**src/verilog/pmu_regs_consts.vh**
```
/*
  register offsets, field positions, reset values and voltage scale
  constants for the regulator control and interrupt register bank.
  assumes: included by bare name from the design files.
*/
`ifndef PMU_REGS_CONSTS_VH
`define PMU_REGS_CONSTS_VH

`define GEN_LDO_CTRL_ADDR   8'h08
`define LN_LDO_CTRL_ADDR    8'h09
`define INT_MASK_ADDR       8'h0c
`define INT_REQ_ADDR        8'h0d

`define LDO_EN_BIT          5
`define LDO_CODE_MSB        4
`define LDO_RSVD_MASK       8'h3f

`define GEN_LDO_CODE_RST    5'h08
`define GEN_LDO_EN_RST      1'b1
`define LN_LDO_CODE_RST     5'h14
`define LN_LDO_EN_RST       1'b0
`define INT_MASK_RST        8'h00
`define INT_REQ_RST         8'h00

`define GEN_LDO_BASE_MV     12'd1200
`define GEN_LDO_SAT_CODE    5'h15
`define LN_LDO_BASE_MV      12'd1300
`define LN_LDO_SAT_CODE     5'h14
`define LDO_STEP_MV         12'd100
`define LDO_MAX_MV          12'd3300

`endif

```
**src/verilog/ldo_channel.v**
```verilog
/*
  one linear regulator channel: code to millivolt target, enable
  combination with an optional pin, and output shunt control.
  assumes: code and enable come from registers in the same clock domain.
*/
`timescale 1ns/1ps
`include "pmu_regs_consts.vh"

module ldo_channel #(
  parameter [11:0] BASE_MV  = `GEN_LDO_BASE_MV,
  parameter [4:0]  SAT_CODE = `GEN_LDO_SAT_CODE,
  parameter        PIN_CTRL = 0
) (
  input  wire        i_clk,
  input  wire        i_rst_n,
  input  wire [4:0]  i_code,
  input  wire        i_en_bit,
  input  wire        i_en_pin,
  output reg         o_on,
  output reg  [11:0] o_target_mv,
  output reg         o_shunt
);

  wire on_now;
  wire [11:0] mv_now;

  // with pin control the bit forces on, else the pin decides
  assign on_now = PIN_CTRL ? (i_en_bit | i_en_pin) : i_en_bit;

  // saturate at the top code so stray codes never overshoot
  assign mv_now = (i_code >= SAT_CODE) ? `LDO_MAX_MV :
                  (BASE_MV + `LDO_STEP_MV * {7'h00, i_code});

  always @(posedge i_clk)
  begin
    if (!i_rst_n)
    begin
      o_on        <= 1'b0;
      o_target_mv <= 12'h000;
      o_shunt     <= 1'b1;
    end
    else
    begin
      o_on        <= on_now;
      o_target_mv <= mv_now;
      o_shunt     <= ~on_now;
    end
  end

endmodule // ldo_channel

```
**src/verilog/irq_capture.v**
```verilog
/*
  interrupt capture: request register, hidden pending buffer, mask
  gating and the open-drain active-low request line.
  assumes: source strobes are synchronous one-cycle or level events.
*/
`timescale 1ns/1ps
`include "pmu_regs_consts.vh"

module irq_capture #(
  parameter N = 8
) (
  input  wire         i_clk,
  input  wire         i_rst_n,
  input  wire [N-1:0] i_src,
  input  wire [N-1:0] i_mask,
  input  wire         i_read_clr,
  output reg  [N-1:0] o_req,
  output wire         o_irq_out,
  output wire         o_irq_oe_n
);

  reg  [N-1:0] pending_buffer;
  reg  [N-1:0] next_req;
  reg  [N-1:0] next_pend;
  wire         assert_now;

  always @*
  begin
    next_req  = o_req | i_src;
    next_pend = pending_buffer;
    if (i_read_clr)
    begin
      // events racing the clearing read are parked, not lost
      next_req  = {N{1'b0}};
      next_pend = pending_buffer | i_src;
    end
    else if (pending_buffer != {N{1'b0}})
    begin
      // line released by the read; reload so it falls again at once
      next_req  = o_req | i_src | pending_buffer;
      next_pend = {N{1'b0}};
    end
  end

  always @(posedge i_clk)
  begin
    if (!i_rst_n)
    begin
      o_req          <= `INT_REQ_RST;
      pending_buffer <= {N{1'b0}};
    end
    else
    begin
      o_req          <= next_req;
      pending_buffer <= next_pend;
    end
  end

  assign assert_now = |(o_req & i_mask);
  assign o_irq_out  = 1'b0;
  // open drain: enable low means pulling the line down
  assign o_irq_oe_n = ~assert_now;

endmodule // irq_capture

```
**src/verilog/pmu_reg_bank.v**
```verilog
/*
  register bank for the two linear regulators and the interrupt mask
  and request registers, reached by a simple synchronous register port
  behind the two-wire host interface.
  assumes: the serial engine presents one-cycle read and write strobes
  with an 8-bit register address; all inputs are synchronous to the clock.
*/
`timescale 1ns/1ps
`include "pmu_regs_consts.vh"

module pmu_reg_bank #(
  parameter N_SRC = 8
) (
  input  wire             I_REF_CLK,
  input  wire             I_RST_N,
  input  wire [7:0]       I_REG_ADDR,
  input  wire [7:0]       I_REG_WDATA,
  input  wire             I_REG_WR,
  input  wire             I_REG_RD,
  output reg  [7:0]       O_REG_RDATA,
  output reg              O_REG_ACK,
  input  wire [N_SRC-1:0] I_INT_SOURCE_N,
  output wire             O_IRQ_OUT_N,
  output wire             O_IRQ_OUT_N_OE_N,
  input  wire             I_LOW_NOISE_ENABLE_PIN,
  output wire             O_GENERAL_REGULATOR_ON,
  output wire [11:0]      O_GENERAL_REGULATOR_MV,
  output wire             O_GENERAL_REGULATOR_SHUNT,
  output wire             O_LOW_NOISE_REGULATOR_ON,
  output wire [11:0]      O_LOW_NOISE_REGULATOR_MV,
  output wire             O_LOW_NOISE_REGULATOR_SHUNT
);

  reg  [4:0]       gen_code;
  reg              gen_en;
  reg  [4:0]       ln_code;
  reg              ln_en;
  reg  [N_SRC-1:0] interrupt_mask_reg;
  wire [N_SRC-1:0] request_bits;
  wire             req_read;
  reg  [7:0]       next_rdata;

  function [7:0] ldo_view;
    input       en;
    input [4:0] code;
    begin
      ldo_view = {2'b00, en, code} & `LDO_RSVD_MASK;
    end
  endfunction

  assign req_read = I_REG_RD & (I_REG_ADDR == `INT_REQ_ADDR);

  always @(posedge I_REF_CLK)
  begin
    if (!I_RST_N)
    begin
      gen_code           <= `GEN_LDO_CODE_RST;
      gen_en             <= `GEN_LDO_EN_RST;
      ln_code            <= `LN_LDO_CODE_RST;
      ln_en              <= `LN_LDO_EN_RST;
      interrupt_mask_reg <= `INT_MASK_RST;
    end
    else if (I_REG_WR)
    begin
      // regulator writes drop bits 7:6, mask keeps all 8; request register ignores writes
      case (I_REG_ADDR)
        `GEN_LDO_CTRL_ADDR:
        begin
          gen_code <= I_REG_WDATA[`LDO_CODE_MSB:0];
          gen_en   <= I_REG_WDATA[`LDO_EN_BIT];
        end
        `LN_LDO_CTRL_ADDR:
        begin
          ln_code <= I_REG_WDATA[`LDO_CODE_MSB:0];
          ln_en   <= I_REG_WDATA[`LDO_EN_BIT];
        end
        `INT_MASK_ADDR:
          interrupt_mask_reg <= I_REG_WDATA[N_SRC-1:0];
        default:
          interrupt_mask_reg <= interrupt_mask_reg;
      endcase
    end
  end

  always @*
  begin
    case (I_REG_ADDR)
      `GEN_LDO_CTRL_ADDR: next_rdata = ldo_view(gen_en, gen_code);
      `LN_LDO_CTRL_ADDR:  next_rdata = ldo_view(ln_en, ln_code);
      `INT_MASK_ADDR:     next_rdata = interrupt_mask_reg;
      `INT_REQ_ADDR:      next_rdata = request_bits;
      default:            next_rdata = 8'h00;
    endcase
  end

  // read data is captured on the strobe so the clear cannot corrupt it
  always @(posedge I_REF_CLK)
  begin
    if (!I_RST_N)
    begin
      O_REG_RDATA <= 8'h00;
      O_REG_ACK   <= 1'b0;
    end
    else
    begin
      O_REG_ACK <= I_REG_RD | I_REG_WR;
      if (I_REG_RD)
        O_REG_RDATA <= next_rdata;
    end
  end

  irq_capture #(
    .N (N_SRC)
  ) u_irq (
    .i_clk      (I_REF_CLK),
    .i_rst_n    (I_RST_N),
    .i_src      (I_INT_SOURCE_N),
    .i_mask     (interrupt_mask_reg),
    .i_read_clr (req_read),
    .o_req      (request_bits),
    .o_irq_out  (O_IRQ_OUT_N),
    .o_irq_oe_n (O_IRQ_OUT_N_OE_N)
  );

  // code is written before enable by software, so no ordering logic here
  ldo_channel #(
    .BASE_MV  (`GEN_LDO_BASE_MV),
    .SAT_CODE (`GEN_LDO_SAT_CODE),
    .PIN_CTRL (0)
  ) u_gen (
    .i_clk       (I_REF_CLK),
    .i_rst_n     (I_RST_N),
    .i_code      (gen_code),
    .i_en_bit    (gen_en),
    .i_en_pin    (1'b0),
    .o_on        (O_GENERAL_REGULATOR_ON),
    .o_target_mv (O_GENERAL_REGULATOR_MV),
    .o_shunt     (O_GENERAL_REGULATOR_SHUNT)
  );

  ldo_channel #(
    .BASE_MV  (`LN_LDO_BASE_MV),
    .SAT_CODE (`LN_LDO_SAT_CODE),
    .PIN_CTRL (1)
  ) u_ln (
    .i_clk       (I_REF_CLK),
    .i_rst_n     (I_RST_N),
    .i_code      (ln_code),
    .i_en_bit    (ln_en),
    .i_en_pin    (I_LOW_NOISE_ENABLE_PIN),
    .o_on        (O_LOW_NOISE_REGULATOR_ON),
    .o_target_mv (O_LOW_NOISE_REGULATOR_MV),
    .o_shunt     (O_LOW_NOISE_REGULATOR_SHUNT)
  );

endmodule // pmu_reg_bank

```
**config.mk**
```make
export PLATFORM = sky130hd
export DESIGN_NAME = pmu_reg_bank
export DESIGN_NICKNAME = d
export VERILOG_FILES = /design/src/verilog/ldo_channel.v /design/src/verilog/irq_capture.v /design/src/verilog/pmu_reg_bank.v
export VERILOG_INCLUDE_DIRS = /design/src /design/src/verilog
export SDC_FILE = /design/constraint.sdc
export NUM_CORES = 1
export LEC_CHECK = 0
export ABC_AREA = 1
export BUFFER_PORTS_ARGS = -buffer_cell sky130_fd_sc_hd__buf_2
export CORE_MARGIN = 4
export CORE_UTILIZATION = 40
export DETAILED_ROUTE_END_ITERATION = 12
export PLACE_DENSITY_LB_ADDON = 0.25
export SLEW_MARGIN = 20
export SYNTH_ARGS = -nofsm -noshare
export SYNTH_HDL_FRONTEND = slang
export SYNTH_SLANG_ARGS = --single-unit
```
**constraint.sdc**
```tcl
create_clock -name I_REF_CLK -period 3.5 [get_ports I_REF_CLK]
set_clock_uncertainty 0.2 [all_clocks]
set_input_delay 0.525 -clock I_REF_CLK [delete_from_list [all_inputs] [get_ports I_REF_CLK]]
set_output_delay 0.525 -clock I_REF_CLK [all_outputs]
set_load 0.05 [all_outputs]
```
==> metrics.cfg, run 1 <==
[run_status]
status=completed

[cts]
hold_buffers=0
post_cts_buffers=0
cts_buffers=9
h-tree-depth=3
tritoncts=yes
cts_resized=0
clk_latency_ns=0.35
root_buffer=clkbuf_8
clk_pin_slew_ns=0.08
clk_path_buf_depth=2
clock_sinks=69

[route]
ant_nets=0
drc_errors=0
wirelength_mm=8.41
routed_via_density=4.90
firstDrtPassIters=4
vias=3251
drtIter0Drc=169
routedWlPerCell_um=12.7

[timing]
setup_viol=0
fmax_ghz=0.352
rsz0062_at_grt=no
post-route-period-util_pct=81.2
hold_viol_final=0
worstMarginPinSlew_ns=0.614
hold_ws_ns=0.205
slew-limit-headroom_pct=59.1
period_minus_slack_ns=2.84
report.final.slew_viol_count=0
setup-tns-final_ns=0

[placed_design]
gp_congestion=0.881
dpl.hpwl_mm=6.60
port_buffers=62

[grt]
grt_pass1_wl_mm=14.2
grt_overflow=0
track_usage_pct=15.8
antenna_found_initial=0
grt_pass1_vias=3060
grt_max_degree=35

[pwr]
clkPwrFrac_pct=43.0
p_int_mw=1.24
ir_drop_uv=213
power_density_mw_per_mm2=390
power.static_leakage_nw=2.18
seq_power_share_pct=48.3
switching_share_pct=25.9
p_sw_uw=434
comb_power_share_pct=8.7

[hold_path]
hp-class=primary input to register
min_to=u_irq.pending_buffer[1]
hold_start=I_INT_SOURCE_N[1]
min_path_cells=3

[setup_path]
worstReg2RegStart=ln_code[2]
r2r-end=u_ln.o_target_mv[11]
cp-start-kind=register
arrival_ns=2.88
cp-end-kind=register
ff2ff_path_depth=13
worstPathRequired_ns=3.54
rrSetupSlack_ns=0.66
worstPathMaxFanout=8
critPathKind=register to register

[die]
die_h_um=104
io_pins=68
die_area_mm2=0.0108
rows=34
coreArea_mm2=0.00885
initial_core_util_pct=41.7
die_w_um=104

[synthesis]
syn-mean-instance-area_um2=7.61
yosysMostFrequentCell=inv_1
synthCells=485
synth_enable_flop_cells=0
async_flop_share_pct=0
yosys-top-cells-count=inv_1, nand2_1, dfxtp_1
ys_ff_latch=69
yosysSeqAreaShare_pct=37.4
synth_top_area_cell=dfxtp_1
syn_area_mm2=0.00369
synth_top_area_share_pct=37.4
ys.flop_type=dfxtp_1
ys_warn_count=0
synth_cell_types=39
yosys-top-cells-area=dfxtp_1, ha_1, inv_1

[layout]
syn_to_final_growth_pct=16.3
drive_gt1_share_pct=17.7
fin_nets=618
n_antenna_cell=0
top_regs=u_gen.o_target_mv (10), u_ln.o_target_mv (10)

[flow_run]
drv_cap=0

## critical path, cell delays in order (launching register included)
cell	delay, ns
dfxtp_1	0.47
inv_1	0.12
ha_1	0.28
inv_1	0.04
ha_1	0.32
fa_1	0.48
nand3_1	0.10
nand3_1	0.08
xnor2_1	0.26
nand2_1	0.12
nand3_1	0.10
nand3_1	0.07
nand2_1	0.07
inv_1	0.04
## power by group through the flow
stage	registers, mW	clock network [mW]	logic [mW]
final	0.809	0.721	0.146
after global routing	0.811	0.774	0.157
after CTS	0.809	0.736	0.146
after detailed placement	0.827	0	0.146
after global placement	0.827	0	0.145
after floorplan	0.868	0	0.0666
## how the worst max path moves through the flow
stage,startpoint,to,cells after the start
2_1_floorplan,u_irq.o_req[4],O_IRQ_OUT_N_OE_N,2
3_3_place_gp,gen_code[4],u_gen.o_target_mv[11],14
3_5_place_dp,ln_code[2],u_ln.o_target_mv[11],13
4_1_cts,ln_code[2],u_ln.o_target_mv[11],13
5_1_grt,ln_code[2],u_ln.o_target_mv[11],13
6_report,ln_code[2],u_ln.o_target_mv[11],13
## metrics by stage
step	instances	cell area, um^2	total power [mW]	utilization (%)	setup slack [ns]
global route	663	4290	1.74	48.5	0.467
floorplan	489	3710	0.935	-	0.738
finish	663	4290	1.68	48.5	0.659
global placement	647	4070	0.972	46.0	0.763
detailed placement	647	4070	0.973	46.0	0.683
CTS	663	4290	1.69	48.5	0.677
## cells by family (layout without fill, tap and decap cells)
group	count (synthesis)	in the layout	share of synthesized area [%]
adders and majority gates	39	39	13.6
and+or+nand+nor	181	181	23.0
AOI/OAI and AO/OA	95	95	13.7
buffers and inverters	93	159	10.5
DFF	69	69	37.4
other	1	5	0.102
xor gates and xnor gates	7	7	1.66
## final cells by class
cell class,count,area (um^2)
Clock buffer,9,124
Multi-Input combinational cell,327,1940
Sequential cell,69,1380
Timing Repair Buffer,62,310
Fill cell,878,4560
Tap cell,108,135
Clock inverter,7,97.6
Inverter,81,307
## placed cells by master (no fill, tap or decap), drive strengths merged, types with 5 or more instances in the layout
cell    netlist  layout
o21ai        44      44
a21oi        40      40
conb          1       5
dfxtp        69      69
ha           37      37
clkbuf        2       9
inv          80      81
buf          10      62
nand2        80      80
nand3        40      40
nor2         49      49
## layer usage
| layer | wire length [um] | track usage (%) |
|---|---|---|
| met1 | 3860 | 20.0 |
| met2 | 4030 | 26.8 |
| met3 | 389 | 3.04 |
| met4 | 133 | 5.70 |
| met5 | 0 | 0 |
(Power assumes the default switching activity.)
==> run 2: changes to the inputs <==
Settings changed: ABC_AREA 1 to 0.
Clock period 3.5 ns to 2.3 ns, I/O delays scaled along.
==> metrics.cfg, run 2 <==
[run_status]
status=finished with violations
violations=setup timing

[synthesis]
yosysMostFrequentCell=dfxtp_1
async_flop_share_pct=0
synth-compound-area-share_pct=9.57
synth_cell_types=49
synthAdderAreaFrac_pct=14.3
syn-mean-instance-area_um2=9.64
synth_enable_flop_cells=0
syn_area_mm2=0.00353
synth_top_family_by_area=simple AND/OR/NAND/NOR gates
synthCells=366
yosys.area_share.simple_pct=17.9
synth_top_area_cell=dfxtp_1
synth_xor_area_share_pct=3.87
yosysSeqAreaShare_pct=39.1
ys_warn_count=0
ys.flop_type=dfxtp_1
yosys-top-cells-area=dfxtp_1, ha_1, nor2_1
ys_ff_latch=69
synth_mux_area_share_pct=9.86
synth_top_area_share_pct=39.1
yosys-top-cells-count=dfxtp_1, nor2_1, ha_1

[layout]
final_area_mm2=0.00491
drive_gt1_share_pct=42.3
n_antenna_cell=0
fin_nets=540
syn_to_final_growth_pct=39.0
top_regs=u_gen.o_target_mv (10), u_ln.o_target_mv (10)
fillCellCount=783
final_cell_mix=buf_2, dfxtp_1, nor2_1, buf_4, ha_1
final_common_cell=buf_2

[timing]
timing.final.ws_setup_ns=-0.372
period_minus_slack_ns=2.67
report.final.slew_viol_count=0
fmax_ghz=0.374
post-route-period-util_pct=116
hold_viol_final=0
setup_viol=7
rsz0062_at_grt=yes

[die]
die_area_mm2=0.0104
initial_core_util_pct=40.9
coreArea_mm2=0.00864
io_pins=68
rows=34
die_h_um=102
die_w_um=102

[placed_design]
dpl.hpwl_mm=6.38
place_area_mm2=0.00446
dp_slack_ns=-0.366
port_buffers=62
gp_congestion=0.825

[setup_path]
worstPathMaxFanout=4
path_common_cell=ha_4
cp_num_buf_inv=1
crit_family=adder cells
arrival_ns=2.76
critPathMaxStageDelay_ns=0.44
crit_slowest_cell=fa_2
path_cells=ha_4 > ha_4 > ha_4 > inv_2 > fa_2 > xnor2_4 > o21ai_2 > nor3_2 > xnor3_1 > a21oi_1
critPathKind=register to register
cp-end-kind=register
worstPathRequired_ns=2.38
cp-start-kind=register

[grt]
antenna_found_initial=0
grt_max_degree=24
grt_overflow=0
track_usage_pct=17.1
grt_pass1_vias=2940
grt_pass1_wl_mm=13.8

[flow_run]
drv_cap=0

[route]
drtIter0Drc=83
wirelength_mm=8.43
vias=2890
drc_errors=0
firstDrtPassIters=4
routedWlPerCell_um=14.4
ant_nets=0
routed_via_density=4.94

[cts]
h-tree-depth=3
clk_path_buf_depth=2
cts_buffers=9
clock_sinks=69
root_buffer=clkbuf_8
clk_latency_ns=0.35
tritoncts=yes
clk_pin_slew_ns=0.08

[pwr]
ir_drop_uv=395
power_density_mw_per_mm2=516
power.static_leakage_nw=2.21

[hold_path]
hp-class=primary input to register

## run 2: cell count changes after synthesis, sizes merged, moves of 5 or more
cell / delta
nand2: -70
o21ai: -41
a21oi: -16
mux4: +6
nand3: -28
mux2i: +19
clkbuf: +6
nor3: +13
nand2b: +9
inv: -57
nor2: +5
## run 2: through the flow
stage / total power [mW] / utilization [%] / cells / hold WS, ns / setup TNS [ns]
after floorplan: 1.41 / - / 370 / 0.239 / -0.914
after CTS: 2.57 / 55.5 / 584 / 0.00284 / -1.54
after global placement: 1.47 / 51.6 / 564 / 0.250 / -1.48
after global routing: 2.65 / 56.8 / 585 / 0.0108 / -2.57
final: 2.53 / 56.8 / 585 / 0.0149 / -1.93
after detailed placement: 1.48 / 51.6 / 564 / 0.259 / -1.78
## run 2: kinds of logic (layout without fill, tap and decap cells)
group | Yosys count | in the layout
buf+inv | 40 | 147
flops | 69 | 69
simple gates | 123 | 123
mux | 27 | 27
xor+xnor | 14 | 14
compound gates | 53 | 53
other cells | 1 | 5
fa+ha+maj | 39 | 39
## run 2: worst register-to-register path, cell delays in order, from the launching register on
cell,delay [ns]
dfxtp_4,0.37
ha_4,0.25
ha_4,0.27
ha_4,0.13
inv_2,0.04
fa_2,0.44
xnor2_4,0.25
o21ai_2,0.10
nor3_2,0.14
xnor3_1,0.32
a21oi_1,0.12
## run 2: power breakdown
group          internal (mW)  switching [mW]  leakage [nW]
Sequential              1.21          0.0141         0.568
Clock                  0.595           0.483         0.115
Combinational         0.0703           0.153          1.52
## run 2: final cells by class
| class | count | area [um^2] | area share (%) |
|---|---|---|---|
| Sequential cell | 69 | 1410 | 28.7 |
| Clock buffer | 11 | 163 | 3.32 |
| Inverter | 23 | 91.3 | 1.86 |
| Multi-Input combinational cell | 261 | 2370 | 48.4 |
| Timing Repair Buffer | 108 | 682 | 13.9 |
| Tap cell | 108 | 135 | 2.75 |
| Clock inverter | 5 | 55.1 | 1.12 |
## run 2: worst paths after layout
| kind | startpoint | end | slack (ns) | cells after the start |
|---|---|---|---|---|
| hold reg to reg | O_REG_RDATA[0] | O_REG_RDATA[0] | 0.27 | 2 |
| setup / recovery | gen_code[4] | u_gen.o_target_mv[10] | -0.37 | 10 |
| setup reg to reg | gen_code[4] | u_gen.o_target_mv[10] | -0.37 | 10 |
| hold / removal | I_INT_SOURCE_N[7] | u_irq.pending_buffer[7] | 0.01 | 3 |
## run 2: repair_timing
action | CTS | global route
hold buffers | 1 | 0
buffers inserted | 3 | 4
pin swaps | 12 | 19
endpoints found under the setup margin | 8 | 9
hold endpoints to repair | 1 | 0
gates resized for setup | 16 | 21
## run 2: per-layer routing
metal / global-route usage [%] / up-vias / part of all wire [%]
li1: - / 1468 / -
met2: 29.6 / 48 / 50
met4: 5.45 / 0 / 1.0
met3: 4.16 / 10 / 4.3
met1: 20.9 / 1364 / 44
met5: 0 / - / 0
==> run 3: changes to the inputs <==
Settings changed: SYNTH_HIERARCHICAL set to 1.
==> metrics.cfg, run 3 <==
[hold_path]
min_to=u_irq/pending_buffer[4]
min_path_cells=3
hold_start=I_INT_SOURCE_N[4]
hp-class=primary input to register

[die]
die_area_mm2=0.0107
initial_core_util_pct=41.6
die_w_um=104
coreArea_mm2=0.00881
io_pins=68
rows=34
die_h_um=104

[setup_path]
cp-end-kind=register
critPathMaxStageDelay_ns=0.37
path_cells=ha_4 > ha_4 > ha_4 > inv_2 > fa_2 > nor2b_1 > o21a_1 > or3_4 > a2111oi_4 > a211oi_2
r2r-end=u_gen/o_target_mv[11]
ff2ff_path_depth=10
arrival_ns=2.62
crit_slowest_cell=dfxtp_4
critPathKind=register to register
worstPathRequired_ns=2.32
path_common_cell=ha_4
rrSetupSlack_ns=-0.30
cp-start-kind=register
worstReg2RegStart=gen_code[4]
worstPathMaxFanout=4

[route]
drc_errors=0
wirelength_mm=8.16
drtIter0Drc=64
vias=2876
ant_nets=0
routedWlPerCell_um=13.9
routed_via_density=4.90
firstDrtPassIters=4

[timing]
report.final.slew_viol_count=0
setup_viol=7
period_minus_slack_ns=2.60
rsz0062_at_grt=yes
post-route-period-util_pct=113
fmax_ghz=0.385
hold_ws_ns=0.0162
setup-tns-final_ns=-1.07
hold_viol_final=0
timing.final.ws_setup_ns=-0.296

[run_status]
violations=setup timing
status=finished with violations

[placed_design]
gp_congestion=0.764
port_buffers=62
dpl.hpwl_mm=6.36
place_area_mm2=0.00447

[pwr]
power_density_mw_per_mm2=483
ir_drop_uv=415
power.static_leakage_nw=2.21

[grt]
grt_overflow=0
met3_usage_pct=4.17
antenna_found_initial=0
grt_pass1_wl_mm=13.5
busiest_layer=met2
grt_max_degree=25
track_usage_pct=15.1
use_met1_pct=18.2
use_met2_pct=27.0
grt_pass1_vias=2844

[layout]
fin_nets=543
top_regs=u_gen/o_target_mv (10), u_ln/o_target_mv (10)
syn_to_final_growth_pct=34.8
final_area_mm2=0.00493
drive_gt1_share_pct=42.6
n_antenna_cell=0
final_cell_mix=dfxtp_1, buf_2, buf_4, nand2_1, nor2_1

[cts]
tritoncts=yes
clk_path_buf_depth=2
clk_pin_slew_ns=0.08
clock_sinks=69
cts_buffers=9
clk_latency_ns=0.34
h-tree-depth=3
root_buffer=clkbuf_8

[flow_run]
drv_cap=0

[synthesis]
ys_warn_count=6
syn_area_mm2=0.00366
syn-mean-instance-area_um2=9.87
synthCells=371

==> run 3: worst max path at each step <==
stage                           start  slack [ns]                    end
after floorplan           gen_code[4]       -0.22  u_gen/o_target_mv[11]
after global placement    gen_code[4]       -0.25  u_gen/o_target_mv[10]
after detailed placement  gen_code[1]       -0.33  u_gen/o_target_mv[10]
after CTS                 gen_code[4]       -0.30  u_gen/o_target_mv[11]
after global routing      gen_code[1]       -0.39  u_gen/o_target_mv[10]
final                     gen_code[4]       -0.30  u_gen/o_target_mv[11]
==> run 3: area by class of cell <==
cell class | count | area, um^2
Fill cell | 799 | 3870
Multi-Input combinational cell | 261 | 2460
Sequential cell | 69 | 1400
Timing Repair Buffer | 105 | 648
Tap cell | 108 | 135
Clock buffer | 9 | 124
Inverter | 28 | 108
Clock inverter | 7 | 57.6
==> run 3: report_power, final <==
| group | total [mW] | internal, mW | switching [mW] |
|---|---|---|---|
| Clock | 0.918 | 0.406 | 0.511 |
| Combinational | 0.239 | 0.0778 | 0.161 |
| Sequential | 1.23 | 1.21 | 0.0125 |
==> run 3: what timing repair did <==
item | in CTS | in global routing
pin swaps | 10 | 6
hold buffers | 2 | 1
resized for setup | 16 | 20
hold endpoints to repair | 2 | 1
setup buffers | 2 | 3
endpoints found under the setup margin | 7 | 9
==> run 3: stage by stage <==
step	cells	utilization, %	power (mW)	setup slack, ns
after detailed placement	563	50.8	1.49	-0.331
after floorplan	373	-	1.43	-0.221
final	587	56.0	2.38	-0.296
after CTS	583	54.3	2.42	-0.299
after global placement	563	50.8	1.49	-0.245
after global routing	587	56.0	2.50	-0.389
==> run 3: critical path: cells and delay by family (launching register included) <==
family                   cells  cell delay [ns]
AO/OA/AOI/OAI                3             0.58
adder cells (fa/ha/maj)      4             0.87
flip-flops                   1             0.37
buffers and inverters        1             0.05
AND/OR/NAND/NOR              2             0.42
==> run 3: routing by layer <==
metal | wire length, um | vias to the layer above
li1 | - | 1479
met1 | 3520 | 1343
met2 | 4290 | 52
met3 | 343 | 2
met4 | 12 | 0
met5 | 0 | -
